## config.mk

```make
export PLATFORM = sky130hd
export DESIGN_NAME = smsc_core
export DESIGN_NICKNAME = d
export VERILOG_FILES = /design/src/logic/smsc_pkg.sv /design/src/logic/smsc_core.sv
export VERILOG_INCLUDE_DIRS = /design/src /design/src/logic
export SDC_FILE = /design/constraint.sdc
export NUM_CORES = 1
export LEC_CHECK = 0
export ABC_AREA = 1
export BUFFER_PORTS_ARGS = -buffer_cell sky130_fd_sc_hd__buf_2
export CORE_MARGIN = 8
export CORE_UTILIZATION = 45
export DETAILED_ROUTE_END_ITERATION = 12
export PLACE_DENSITY = 0.71
export SLEW_MARGIN = 30
export SYNTH_ARGS = -nofsm -noshare
export SYNTH_HDL_FRONTEND = slang
export SYNTH_SLANG_ARGS = --single-unit
```

## constraint.sdc

```tcl
create_clock -name clk -period 4.26 [get_ports clk]
set_clock_uncertainty 0.2 [all_clocks]
set_input_delay 0.426 -clock clk [delete_from_list [all_inputs] [get_ports clk]]
set_output_delay 0.426 -clock clk [all_outputs]
set_load 0.02 [all_outputs]
```

## src/logic/smsc_defs.svh

```systemverilog
`ifndef SMSC_DEFS_SVH
`define SMSC_DEFS_SVH
// ==========================================
// Widths
`define SMSC_CNT_W 11
`define SMSC_PIN_N 4
// ==========================================
// Frame
`define SMSC_LAST_EDGE 5'h10
`define SMSC_EDGE_ONE 5'h01
// ==========================================
// Reset values
`define SMSC_BYTE_RST 8'h00
`define SMSC_PIN_RST 4'h8
`define SMSC_EDGE_RST 5'h00
`define SMSC_CNT_RST 11'h000
`endif

```

## src/logic/smsc_pkg.sv

```systemverilog
package smsc_pkg;
  // ==========================================
  // Engine states
  typedef enum logic [1:0] {ST_IDLE, ST_SYNC, ST_EDGE} smsc_state_t;
endpackage

```

## src/logic/smsc_core.sv

```systemverilog
// What this block does
// - Phase-1 controller presents first data bit at load, waits half SCK, then gives first edge.
// - Sixteen edges per byte; latch on even edges, shift on odd, bit order selectable.
// - Received byte copied to output buffer only after final bit; then done flag.
// - Controller done flag rises half SCK period after the last edge.
// - Controller starts a waiting byte immediately at completion, no gap, unless a received byte is still unread.
// - All-zero selects divide by two; rate one, prescale zero divides by four.
// - Prescale value multiplies the rate divisor by value plus one.
// - Divider runs only as controller during a transfer.
// - Select output with fault detect drives SS low while busy; fault detect off.
// - Single-wire mode uses MOSI as controller, MISO as peripheral; other released.
// - Shared-pin drive enable sets direction; pin always feeds shift input.
// - SCK out as controller, in as peripheral; SS input as peripheral.
// - Controller with fault detect sets mode fault when SS goes low.
// - Without fault detect, or as peripheral, SS never raises a mode fault.
// - Mode fault forces peripheral, pins released, transfer aborted, byte discarded.
// - Mode fault also clears shared-pin drive enable.
// - Status read seeing fault, then control one write, clears mode fault.
// - Module disabled holds engine idle; control bits stay writable.
// - Halt-in-wait with wait stops clock generation; otherwise runs normally.
// - Controller transfer freezes during wait and resumes where it stopped.
// - Peripheral drops a pending byte at wait entry; completion deferred to exit.
// - Idle wait produces no done flag and no buffer copy.
// - Mode fault clears the controller select bit.
// - Enabled module ORs fault, done and tx-empty into one request.
`timescale 1ns/1ps
`include "smsc_defs.svh"
module smsc_core (
  // Clock and reset
  input wire logic clk,
  input wire logic rst,
  // Control register one
  input wire logic ctrlOneWr,
  input wire logic moduleEnableIn,
  input wire logic controllerSelIn,
  input wire logic selectOutputEnIn,
  input wire logic faultDetectEnIn,
  input wire logic lsbFirstSelIn,
  // Control register two
  input wire logic ctrlTwoWr,
  input wire logic singleWireSelIn,
  input wire logic sharedPinDriveEnIn,
  input wire logic haltInWaitIn,
  // Baud selects and processor wait
  input wire logic [2:0] prescaleSel,
  input wire logic [2:0] rateSel,
  input wire logic cpuWait,
  // Status
  input wire logic statusRd,
  output logic xferDoneFlag,
  output logic modeFaultFlag,
  output logic txEmptyFlag,
  output logic irqReq,
  output logic controllerSel,
  output logic sharedPinDriveEn,
  // Transmit data
  input wire logic txWr,
  input wire logic [7:0] txData,
  // Receive stream
  output logic [7:0] rxData,
  output logic rxValid,
  input wire logic rxReady,
  // Serial pins
  input wire logic sckIn,
  output logic sckOut,
  output logic sckOe,
  input wire logic mosiIn,
  output logic mosiOut,
  output logic mosiOe,
  input wire logic misoIn,
  output logic misoOut,
  output logic misoOe,
  input wire logic ssIn,
  output logic ssOut,
  output logic select_output_en
);

  // ==========================================
  // Helpers
  function automatic logic [7:0] shiftIn(input logic [7:0] sh, input logic b, input logic lsb);
    shiftIn = lsb ? {b, sh[7:1]} : {sh[6:0], b};
  endfunction

  function automatic logic [10:0] halfDivisor(input logic [2:0] pre, input logic [2:0] rate);
    halfDivisor = ({8'h00, pre} + 11'h001) << rate;
  endfunction

  // ==========================================
  // Pin synchronisers
  logic [3:0] rawPins;
  logic [3:0] syncA_q, syncB_q, syncC_q, pinS_q;
  logic sckS, mosiS, misoS, ssS;
  localparam logic [3:0] PinRstVal = `SMSC_PIN_RST;
  assign rawPins = {ssIn, misoIn, mosiIn, sckIn};
  assign sckS = pinS_q[0];
  assign mosiS = pinS_q[1];
  assign misoS = pinS_q[2];
  assign ssS = pinS_q[3];

  always_ff @(posedge clk or posedge rst) begin
    if (rst) begin
      syncA_q <= `SMSC_PIN_RST;
      syncB_q <= `SMSC_PIN_RST;
      syncC_q <= `SMSC_PIN_RST;
    end else begin
      syncA_q <= rawPins;
      syncB_q <= syncA_q;
      syncC_q <= syncB_q;
    end
  end

  for (genvar i = 0; i < `SMSC_PIN_N; i++) begin : g_filt
    always_ff @(posedge clk or posedge rst) begin
      if (rst) begin
        pinS_q[i] <= PinRstVal[i];
      end else if (syncB_q[i] == syncC_q[i]) begin
        pinS_q[i] <= syncB_q[i];
      end
    end
  end

  // ==========================================
  // Engine and control state
  smsc_pkg::smsc_state_t state_q, state_d;
  logic [`SMSC_CNT_W-1:0] baudCnt_q, baudCnt_d, halfDiv;
  logic [4:0] edgeCnt_q, edgeCnt_d, nextEdge;
  logic [7:0] shift_q, shift_d, txHold_q, txHold_d, pendByte_q, pendByte_d, doneByte;
  logic [7:0] rxData_q, rxData_d, rxSpare_q, rxSpare_d;
  logic latch_q, latch_d, sckLvl_q, sckLvl_d, sckPrev_q, pend_q, pend_d;
  logic waitPrev_q, seen_q, seen_d, fault_q, fault_d, done_q, done_d, irq_q, irq_d;
  logic txEmpty_q, txEmpty_d, rxValid_q, rxValid_d, spareV_q, spareV_d;
  logic enable_q, enable_d, ctrlSel_q, ctrlSel_d, ssOutEn_q, ssOutEn_d;
  logic faultEn_q, faultEn_d, lsbFirst_q, lsbFirst_d, single_q, single_d;
  logic shared_q, shared_d, haltWait_q, haltWait_d;
  logic ctrlAct, waitHalt, tick, serIn, push, pop, faultEvt, sckEdge, load;

  assign ctrlAct = enable_q & ctrlSel_q;
  assign waitHalt = cpuWait & haltWait_q;
  assign halfDiv = halfDivisor(prescaleSel, rateSel);
  assign tick = (baudCnt_q == halfDiv - 11'h001);
  assign nextEdge = edgeCnt_q + `SMSC_EDGE_ONE;
  assign sckEdge = sckS != sckPrev_q;
  assign pop = rxValid_q & rxReady;
  assign serIn = ctrlSel_q ? (single_q ? mosiS : misoS) : (single_q ? misoS : mosiS);
  assign faultEvt = ctrlAct & faultEn_q & ~ssOutEn_q & ~ssS;

  always_comb begin
    state_d = state_q;
    baudCnt_d = baudCnt_q;
    edgeCnt_d = edgeCnt_q;
    shift_d = shift_q;
    latch_d = latch_q;
    sckLvl_d = sckLvl_q;
    pend_d = pend_q;
    pendByte_d = pendByte_q;
    doneByte = shiftIn(shift_q, latch_q, lsbFirst_q);
    push = 1'b0;
    load = 1'b0;
    if (!enable_q) begin
      state_d = smsc_pkg::ST_IDLE;
      baudCnt_d = `SMSC_CNT_RST;
      edgeCnt_d = `SMSC_EDGE_RST;
      sckLvl_d = 1'b0;
    end else if (ctrlSel_q) begin
      if (state_q != smsc_pkg::ST_IDLE && !waitHalt) begin
        baudCnt_d = tick ? `SMSC_CNT_RST : baudCnt_q + 11'h001;
      end
      case (state_q)
        smsc_pkg::ST_IDLE: begin
          baudCnt_d = `SMSC_CNT_RST;
          if (!txEmpty_q && !spareV_q && !waitHalt) begin
            load = 1'b1;
            shift_d = txHold_q;
            edgeCnt_d = `SMSC_EDGE_RST;
            state_d = smsc_pkg::ST_SYNC;
          end
        end
        smsc_pkg::ST_SYNC: begin
          if (tick && !waitHalt) begin
            edgeCnt_d = `SMSC_EDGE_ONE;
            sckLvl_d = ~sckLvl_q;
            state_d = smsc_pkg::ST_EDGE;
          end
        end
        smsc_pkg::ST_EDGE: begin
          if (tick && !waitHalt) begin
            if (edgeCnt_q == `SMSC_LAST_EDGE) begin
              push = 1'b1;
              if (!txEmpty_q && !rxValid_q) begin
                load = 1'b1;
                shift_d = txHold_q;
                edgeCnt_d = `SMSC_EDGE_ONE;
                sckLvl_d = ~sckLvl_q;
              end else begin
                state_d = smsc_pkg::ST_IDLE;
                edgeCnt_d = `SMSC_EDGE_RST;
              end
            end else begin
              edgeCnt_d = nextEdge;
              sckLvl_d = ~sckLvl_q;
              if (nextEdge[0]) begin
                shift_d = shiftIn(shift_q, latch_q, lsbFirst_q);
              end else begin
                latch_d = serIn;
              end
            end
          end
        end
        default: state_d = smsc_pkg::ST_IDLE;
      endcase
    end else begin
      baudCnt_d = `SMSC_CNT_RST;
      sckLvl_d = 1'b0;
      if (ssS) begin
        edgeCnt_d = `SMSC_EDGE_RST;
        state_d = smsc_pkg::ST_IDLE;
      end else if (sckEdge) begin
        edgeCnt_d = nextEdge;
        state_d = smsc_pkg::ST_EDGE;
        if (nextEdge == `SMSC_EDGE_ONE) begin
          load = ~txEmpty_q;
          shift_d = txEmpty_q ? shift_q : txHold_q;
        end else if (nextEdge[0]) begin
          shift_d = shiftIn(shift_q, latch_q, lsbFirst_q);
        end else begin
          latch_d = serIn;
        end
        if (nextEdge == `SMSC_LAST_EDGE) begin
          doneByte = shiftIn(shift_q, serIn, lsbFirst_q);
          edgeCnt_d = `SMSC_EDGE_RST;
          state_d = smsc_pkg::ST_IDLE;
          if (waitHalt) begin
            pend_d = 1'b1;
            pendByte_d = doneByte;
          end else begin
            push = 1'b1;
          end
        end
      end
      if (waitHalt && !waitPrev_q) begin
        pend_d = 1'b0;
      end else if (!waitHalt && pend_q) begin
        pend_d = 1'b0;
        doneByte = pendByte_q;
        push = 1'b1;
      end
    end
    if (faultEvt) begin
      state_d = smsc_pkg::ST_IDLE;
      baudCnt_d = `SMSC_CNT_RST;
      edgeCnt_d = `SMSC_EDGE_RST;
      sckLvl_d = 1'b0;
      push = 1'b0;
      load = 1'b0;
      shift_d = shift_q;
    end
  end

  // ==========================================
  // Control bits, flags and buffers
  always_comb begin
    enable_d = enable_q;
    ctrlSel_d = ctrlSel_q;
    ssOutEn_d = ssOutEn_q;
    faultEn_d = faultEn_q;
    lsbFirst_d = lsbFirst_q;
    single_d = single_q;
    shared_d = shared_q;
    haltWait_d = haltWait_q;
    seen_d = seen_q;
    fault_d = fault_q;
    done_d = done_q;
    txHold_d = txHold_q;
    txEmpty_d = txEmpty_q | load;
    rxData_d = rxData_q;
    rxValid_d = rxValid_q;
    rxSpare_d = rxSpare_q;
    spareV_d = spareV_q;
    if (ctrlOneWr) begin
      enable_d = moduleEnableIn;
      ctrlSel_d = controllerSelIn;
      ssOutEn_d = selectOutputEnIn;
      faultEn_d = faultDetectEnIn;
      lsbFirst_d = lsbFirstSelIn;
    end
    if (ctrlTwoWr) begin
      single_d = singleWireSelIn;
      shared_d = sharedPinDriveEnIn;
      haltWait_d = haltInWaitIn;
    end
    if (txWr && (txEmpty_q || load)) begin
      txHold_d = txData;
      txEmpty_d = 1'b0;
    end
    if (statusRd && fault_q) begin
      seen_d = 1'b1;
    end
    if (ctrlOneWr && seen_q) begin
      fault_d = 1'b0;
      seen_d = 1'b0;
    end
    if (faultEvt) begin
      fault_d = 1'b1;
      ctrlSel_d = 1'b0;
      shared_d = 1'b0;
    end
    if (pop) begin
      done_d = 1'b0;
      rxValid_d = spareV_q;
      rxData_d = rxSpare_q;
      spareV_d = 1'b0;
    end
    if (push) begin
      done_d = 1'b1;
      if (!rxValid_d) begin
        rxData_d = doneByte;
        rxValid_d = 1'b1;
      end else if (!spareV_d) begin
        rxSpare_d = doneByte;
        spareV_d = 1'b1;
      end
    end
    irq_d = enable_q & (fault_d | done_d | txEmpty_d);
  end

  always_ff @(posedge clk or posedge rst) begin
    if (rst) begin
      state_q <= smsc_pkg::ST_IDLE;
      baudCnt_q <= `SMSC_CNT_RST;
      edgeCnt_q <= `SMSC_EDGE_RST;
      shift_q <= `SMSC_BYTE_RST;
      txHold_q <= `SMSC_BYTE_RST;
      pendByte_q <= `SMSC_BYTE_RST;
      rxData_q <= `SMSC_BYTE_RST;
      rxSpare_q <= `SMSC_BYTE_RST;
      {latch_q, sckLvl_q, sckPrev_q, pend_q, waitPrev_q, seen_q} <= 6'h00;
      {fault_q, done_q, irq_q, rxValid_q, spareV_q} <= 5'h00;
      txEmpty_q <= 1'b1;
      {enable_q, ctrlSel_q, ssOutEn_q, faultEn_q, lsbFirst_q} <= 5'h00;
      {single_q, shared_q, haltWait_q} <= 3'h0;
    end else begin
      state_q <= state_d;
      baudCnt_q <= baudCnt_d;
      edgeCnt_q <= edgeCnt_d;
      shift_q <= shift_d;
      txHold_q <= txHold_d;
      pendByte_q <= pendByte_d;
      rxData_q <= rxData_d;
      rxSpare_q <= rxSpare_d;
      {latch_q, sckLvl_q, sckPrev_q} <= {latch_d, sckLvl_d, sckS};
      {pend_q, waitPrev_q, seen_q} <= {pend_d, waitHalt, seen_d};
      {fault_q, done_q, irq_q, rxValid_q, spareV_q} <= {fault_d, done_d, irq_d, rxValid_d, spareV_d};
      txEmpty_q <= txEmpty_d;
      {enable_q, ctrlSel_q, ssOutEn_q, faultEn_q, lsbFirst_q} <=
        {enable_d, ctrlSel_d, ssOutEn_d, faultEn_d, lsbFirst_d};
      {single_q, shared_q, haltWait_q} <= {single_d, shared_d, haltWait_d};
    end
  end

  // ==========================================
  // Pin drivers
  logic sckOut_q, sckOe_q, mosiOut_q, mosiOe_q, misoOut_q, misoOe_q, ssOut_q, select_output_en_q;
  logic outBit, periphDrive, autoSs;
  assign outBit = lsbFirst_q ? shift_q[0] : shift_q[7];
  assign periphDrive = enable_q & ~ctrlSel_q & ~fault_q & ~ssS;
  assign autoSs = ctrlAct & ssOutEn_q & faultEn_q;

  always_ff @(posedge clk or posedge rst) begin
    if (rst) begin
      {sckOut_q, sckOe_q, mosiOut_q, mosiOe_q} <= 4'h0;
      {misoOut_q, misoOe_q, ssOut_q, select_output_en_q} <= 4'h2;
    end else begin
      sckOut_q <= sckLvl_d;
      sckOe_q <= ctrlAct & ~faultEvt;
      ssOut_q <= (state_d == smsc_pkg::ST_IDLE);
      select_output_en_q <= autoSs;
      mosiOut_q <= outBit;
      mosiOe_q <= ctrlAct & ~faultEvt & (~single_q | shared_q);
      misoOut_q <= outBit;
      misoOe_q <= periphDrive & (~single_q | shared_q);
    end
  end

  assign {sckOut, sckOe, mosiOut, mosiOe} = {sckOut_q, sckOe_q, mosiOut_q, mosiOe_q};
  assign {misoOut, misoOe, ssOut, select_output_en} = {misoOut_q, misoOe_q, ssOut_q, select_output_en_q};
  assign {xferDoneFlag, modeFaultFlag, txEmptyFlag, irqReq} = {done_q, fault_q, txEmpty_q, irq_q};
  assign {controllerSel, sharedPinDriveEn, rxData, rxValid} = {ctrlSel_q, shared_q, rxData_q, rxValid_q};
endmodule

```

; ---- Word level (Yosys, flattened, before mapping)
; Index checks and enable logic that the tools add are counted.
[classes]
eq_ne = 30
shift = 1
n_reduce_logical = 33
add_sub_neg = 4
bitwise = 28
mux = 118
[op_table]
columns = cell, n
row1 = 8-bit 2-to-1 mux, 22
row2 = 11-bit 2-to-1 mux, 6
row3 = 1-bit 2-to-1 mux, 64
row4 = 5-bit 2-to-1 mux, 10
row5 = 2-bit 2-to-1 mux, 11
row6 = 8-bit one-hot mux with 2 select lines, 1
row7 = 1-bit AND, 15
row8 = "5-bit by 2-bit inequality test with 1-bit output, second input constant", 3
row9 = "5-bit inequality test, second input constant", 3
row10 = 5-bit one-hot mux with 3 select lines, 1
row11 = 6-bit AND reduction, 2
row12 = "11-bit by 1-bit adder with 11-bit output, second input constant", 1
row13 = 11-bit == test, 1
row14 = 4-bit by 3-bit << shifter with 11-bit output, 1
row15 = "11-bit by 1-bit subtractor with 11-bit output, second input constant", 1
row16 = "5-bit == test, second input constant", 2
row17 = 1-bit logical AND, 10
row18 = 2-bit nonzero test, 5
row19 = "3-bit inequality test, second input constant", 3
row20 = 1-bit NOT, 9
row21 = 9-bit AND reduction, 1
row22 = 3-bit nonzero test, 3
row23 = 7-bit AND reduction, 1
row24 = "2-bit by 1-bit inequality test with 1-bit output, second input constant", 3
row25 = other kinds (21), 35
[totals]
register_bits = 100
out_inout_bits = 23
in_bits = 34

; ---- Logic depth before layout (Yosys ltp)
[depth]
depth_word = 15
mapped_depth = 22
depth_no_buf = 22

; ---- Least setup slack after synthesis
; OpenSTA, ideal clock, no wires.
[synth_path]
kind = input to register
startpoint = input prescaleSel[0]
endpoint = register shift_q[0]
setup_time_ps = 123
t_required_ps = 3937
path_buffers = 1
arrival_time_ps = 2519
cell_stages = 17
slack_ps = 1418
path_cell_list = ha_1 -> o21ai_2 -> nor2_1 -> nand2_2 -> ha_1 -> xnor2_1 -> a21oi_1 -> nand2_1 -> nor2_1 -> nand3_1 -> nor2_4 -> nand3_2 -> nand2_1 -> o2111ai_4 -> buf_6 -> nand2_1 -> o21ai_2
[synth_via]
elab_chain_len = 7
[synth_lines]
columns = element, line
row1 = from (decl), smsc_core.sv:45  ; input wire logic [2:0] prescaleSel,
row2 = 3-bit by 1-bit adder with 4-bit output, smsc_core.sv:85  ; halfDivisor = ({8'h00, pre} + 11'h001) << rate;
row3 = 4-bit by 3-bit << shifter with 11-bit output, smsc_core.sv:85
row4 = 11-bit by 1-bit subtractor with 11-bit output, smsc_core.sv:140  ; assign tick = (baudCnt_q == halfDiv - 11'h001);
row5 = 11-bit == test, smsc_core.sv:140
row6 = 1-bit logical AND, smsc_core.sv:186  ; if (tick && !waitHalt) begin
row7 = 3-bit inequality test (no source line), n/a
row8 = 9-bit AND reduction (no source line), n/a
row9 = to (signal assigned), smsc_core.sv:331  ; shift_q <= `SMSC_BYTE_RST;
row10 = to (signal assigned), smsc_core.sv:345  ; shift_q <= shift_d;
row11 = to (decl), smsc_core.sv:127  ; logic [7:0] shift_q, shift_d, txHold_q, txHold_d, pendByte_q, pendByte_d, doneByte;
; Every way passes these cells.
; A chain may end at the register's enable or synchronous reset.

; ---- Final worst setup path
[layout_path]
startpoint = input prescaleSel[0]
endpoint = register txHold_q[5]
[layout_via]
elab_chain_len = 12
[layout_lines]
columns = element, line
row1 = 3-bit by 1-bit adder with 4-bit output, smsc_core.sv:85
row2 = 4-bit by 3-bit << shifter with 11-bit output, smsc_core.sv:85
row3 = 11-bit by 1-bit subtractor with 11-bit output, smsc_core.sv:140
row4 = 11-bit == test, smsc_core.sv:140
row5 = 1-bit logical AND, smsc_core.sv:186
row6 = 1-bit 2-to-1 mux, smsc_core.sv:186
row7 = 1-bit one-hot mux with 2 select lines, smsc_core.sv:168  ; case (state_q)
row8 = 1-bit 2-to-1 mux, smsc_core.sv:164  ; end else if (ctrlSel_q) begin
row9 = 1-bit 2-to-1 mux, smsc_core.sv:159  ; if (!enable_q) begin
row10 = 1-bit 2-to-1 mux, smsc_core.sv:248  ; if (faultEvt) begin
row11 = 1-bit logical OR, smsc_core.sv:291  ; if (txWr && (txEmpty_q || load)) begin
row12 = 1-bit logical AND, smsc_core.sv:291
row13 = to (signal assigned), smsc_core.sv:332  ; txHold_q <= `SMSC_BYTE_RST;
row14 = to (signal assigned), smsc_core.sv:346  ; txHold_q <= txHold_d;
row15 = to (decl), smsc_core.sv:127
; Every way passes these cells.

==> impl_metrics.tcl <==
set metrics [dict create \
    maxSlewViolCount 0 \
    whs_ns -0.0649 \
    syn-num-nets 746 \
    critPathRequiredTime_ns 4.27 \
    timing.fmax_mhz 329 \
    crit_arrival_ns 3.05 \
    netSwitchingFraction_pct 35.7 \
    first_pass_iters 5 \
    synth_top_area_share_pct 41.4 \
    vias_per_cell 5.07 \
    async_flop_share_pct 100 \
    wirelength_um 12300 \
    gr-usage-met2_pct 25.7 \
    die_x_um 128 \
    num_antenna_cells 0 \
    netlist_top_cells_area "dfrtp_1 (41%), nand2_1 (12%), inv_1 (4.9%), o21ai_0 (4.9%), nand3_1 (4.1%)" \
    path_clk_slew_ns 0.07 \
    via_count 4726 \
    cp_max_fo 16 \
    die_h_um 128 \
    area_delta_synth_final_pct 13.2 \
    synth_flop_cell "dfrtp_1" \
    worstMarginPinSlew_ns 0.761 \
    use_met3_pct 3.62 \
    status "finished with violations" \
    utilization_pct 51.5 \
    use_met1_pct 21.0 \
    drc 0 \
    yosys.area.top_type "dfrtp_1" \
    grtUsageTotal_pct 15.9 \
    violations "negative hold slack" \
    grt_pass1_vias 4575 \
    grt_overflow 0 \
    switching_power_mw 1.04 \
    intPower_mw 1.87 \
    cts_tree "done" \
    reg2reg_slack_ns 1.24 \
    synth_seq_cells 100 \
    post_cts_buffers 0 \
    yosysWarnings 0 \
    cts_root_buf "clkbuf_16" \
    start_util_pct 45.5 \
    yosysSeqAreaShare_pct 44.2 \
    maxCapViolations 0 \
    cp-end-kind "flip-flop" \
    power_leakage_nw 3.16 \
    period_share_pct 71.3 \
    setup.worst_path.end "txHold_q[5]" \
    coreArea_um2 12500 \
    slew_headroom_pct 49.3 \
    p_clk_share_pct 29.1 \
    pwr-share-comb_pct 27.8 \
    seqPwrFrac_pct 43.2 \
    cts_hold_buf 4 \
    ir_drop_uv 227 \
    nets 800 \
    critical_path_class "primary input to flip-flop" \
    std_cell_rows 41 \
    grt_pass1_wl_um 21600 \
    die_area_um2 16500 \
    grt_max_degree 71 \
    avgRoutedWirePerCell_um 13.2 \
    reg2reg_from "edgeCnt_q[0]" \
    cts.htree.levels 3 \
    reg2reg_to "txHold_q[5]" \
    cp-start-kind "primary input" \
    gp_congestion 0.892 \
    syn_area_um2 5680 \
    ctsResizeCount 0 \
    drt_iter0_markers 351 \
    dpl.hpwl_um 9050 \
    clk_latency_ns 0.35 \
    portBuffers 56 \
    numCtsBuffers 9 \
    hp-class "primary input to async pin" \
    rsz0062_at_grt "false" \
    syn_inst 702 \
    power.total_mw 2.90 \
    pin_count 57 \
    clk_path_buf_depth 2 \
    synth_edf_count 0 \
    antenna_found_initial 0 \
    hold_violations 63 \
    r2r_cells 12 \
    setup-violations-final 0 \
    tns_ns 0 \
    synth_cell_types 47 \
    min_period_ns 3.04 \
    cts.sinks 100 \
    syn_avg_cell_area_um2 8.08 \
    busiest_layer "met2" \
    crit_start "prescaleSel[0]" \
    drive_gt1_share_pct 18.0 \
    ant_nets 0 \
    powerDensity_nw_per_um2 452 \
]
power groups by stage:
stage | clock network (mW) | registers, mW | logic, mW
after global placement | 0 | 1.27 | 0.790
after detailed placement | 0 | 1.27 | 0.806
after CTS | 0.863 | 1.25 | 0.812
after global routing | 0.905 | 1.28 | 0.911
after floorplan | 0 | 1.29 | 0.564
final | 0.843 | 1.25 | 0.806
worst min-delay path by stage:
stage / from / endpoint / slack (ns)
2_1_floorplan: syncA_q[0] / syncB_q[0] / 0.13
6_report: rst / txHold_q[7] / -0.06
5_1_grt: rst / txHold_q[7] / 0.02
4_1_cts: txWr / txEmptyFlag / 0.06
3_5_place_dp: syncA_q[1] / syncB_q[1] / 0.14
3_3_place_gp: syncA_q[0] / syncB_q[0] / 0.13
cells in the mapped netlist (all sizes together), types with 2 or more instances:
| master | count |
|---|---|
| nand2 | 195 |
| dfrtp | 94 |
| o21ai | 83 |
| inv | 81 |
| nand3 | 55 |
| nor2 | 53 |
| nand4 | 16 |
| mux2i | 14 |
| o211ai | 13 |
| a21oi | 12 |
| buf | 12 |
| xor2 | 12 |
| o22ai | 11 |
| ha | 10 |
| nor3 | 7 |
| clkbuf | 6 |
| dfstp | 6 |
| maj3 | 4 |
| or2 | 4 |
| xnor2 | 3 |
| clkinv | 2 |
| o32ai | 2 |
registers in the layout (all words and copies together) (netlist names), 2 cells and up:
signal and flops:
rxData 8, pendByte_q 8, state_q 2, baudCnt_q 11, edgeCnt_q 5, rxSpare_q 8, shift_q 8, syncB_q 4
txHold_q 8, syncC_q 4, syncA_q 4
layout make-up:
type                            count  area, um2
Clock buffer                        9        225
Clock inverter                      7       83.8
Fill cell                        1181       6040
Inverter                           83        318
Multi-Input combinational cell    501       2740
Sequential cell                   100       2510
Tap cell                          172        215
Timing Repair Buffer               61        328
placed cells by master (no fill, tap or decap), types with 3 or more instances in the layout:
master	n
a21oi_1	12
buf_2	56
clkbuf_16	9
clkinv_4	3
dfrtp_1	94
dfstp_2	6
dlygate4sd3_1	4
ha_1	10
inv_1	73
inv_2	7
maj3_1	4
mux2i_1	14
nand2_1	188
nand2_2	6
nand3_1	47
nand3_2	7
nand4_1	15
nor2_1	46
nor2_2	3
nor2_4	3
nor3_1	5
o211ai_1	13
o21ai_0	55
o21ai_1	8
o21ai_2	20
o22ai_1	11
xnor2_1	3
xor2_1	12
layer usage:
layer | wire length [um] | vias to the layer above
met4 | 165 | 0
li1 | - | 2423
met5 | 0 | -
met3 | 439 | 14
met1 | 5910 | 2212
met2 | 5770 | 77
logic make-up (layout without fill, tap and decap cells):
group | Yosys count | count (layout) | synth area share, %
AOI/OAI and AO/OA | 124 | 124 | 13.6
xor gates and xnor gates | 15 | 15 | 2.31
adders and majority gates | 14 | 14 | 2.91
buffers and inverters | 101 | 160 | 7.45
DFF | 100 | 100 | 44.2
muxes | 15 | 15 | 2.67
and+or+nand+nor | 333 | 333 | 26.8
worst max-delay path, cell delays in order:
cell and delay (ns):
buf_2 0.14, ha_1 0.33, o21ai_2 0.16, nor2_1 0.08, nand2_2 0.07, ha_1 0.21
nand4_1 0.13, nand2_1 0.10, nand2_1 0.05, nand2_1 0.05, nand2_1 0.06, nor2_1 0.10
nand3_1 0.12, nor2_4 0.16, nand4_2 0.12, nor2_1 0.27, o21ai_2 0.28, nand2_1 0.15
o21ai_2 0.05
metrics by stage:
step	hold slack (ns)	setup WS, ns	instances	cell area, um2
after floorplan	0.131	1.03	702	5680
after detailed placement	0.140	0.875	913	6070
after global placement	0.131	0.945	913	6070
final	-0.0649	1.22	933	6420
after global routing	0.0244	0.863	933	6420
after CTS	0.0572	1.23	933	6420
Note: power is estimated with default switching activity, not from simulation.
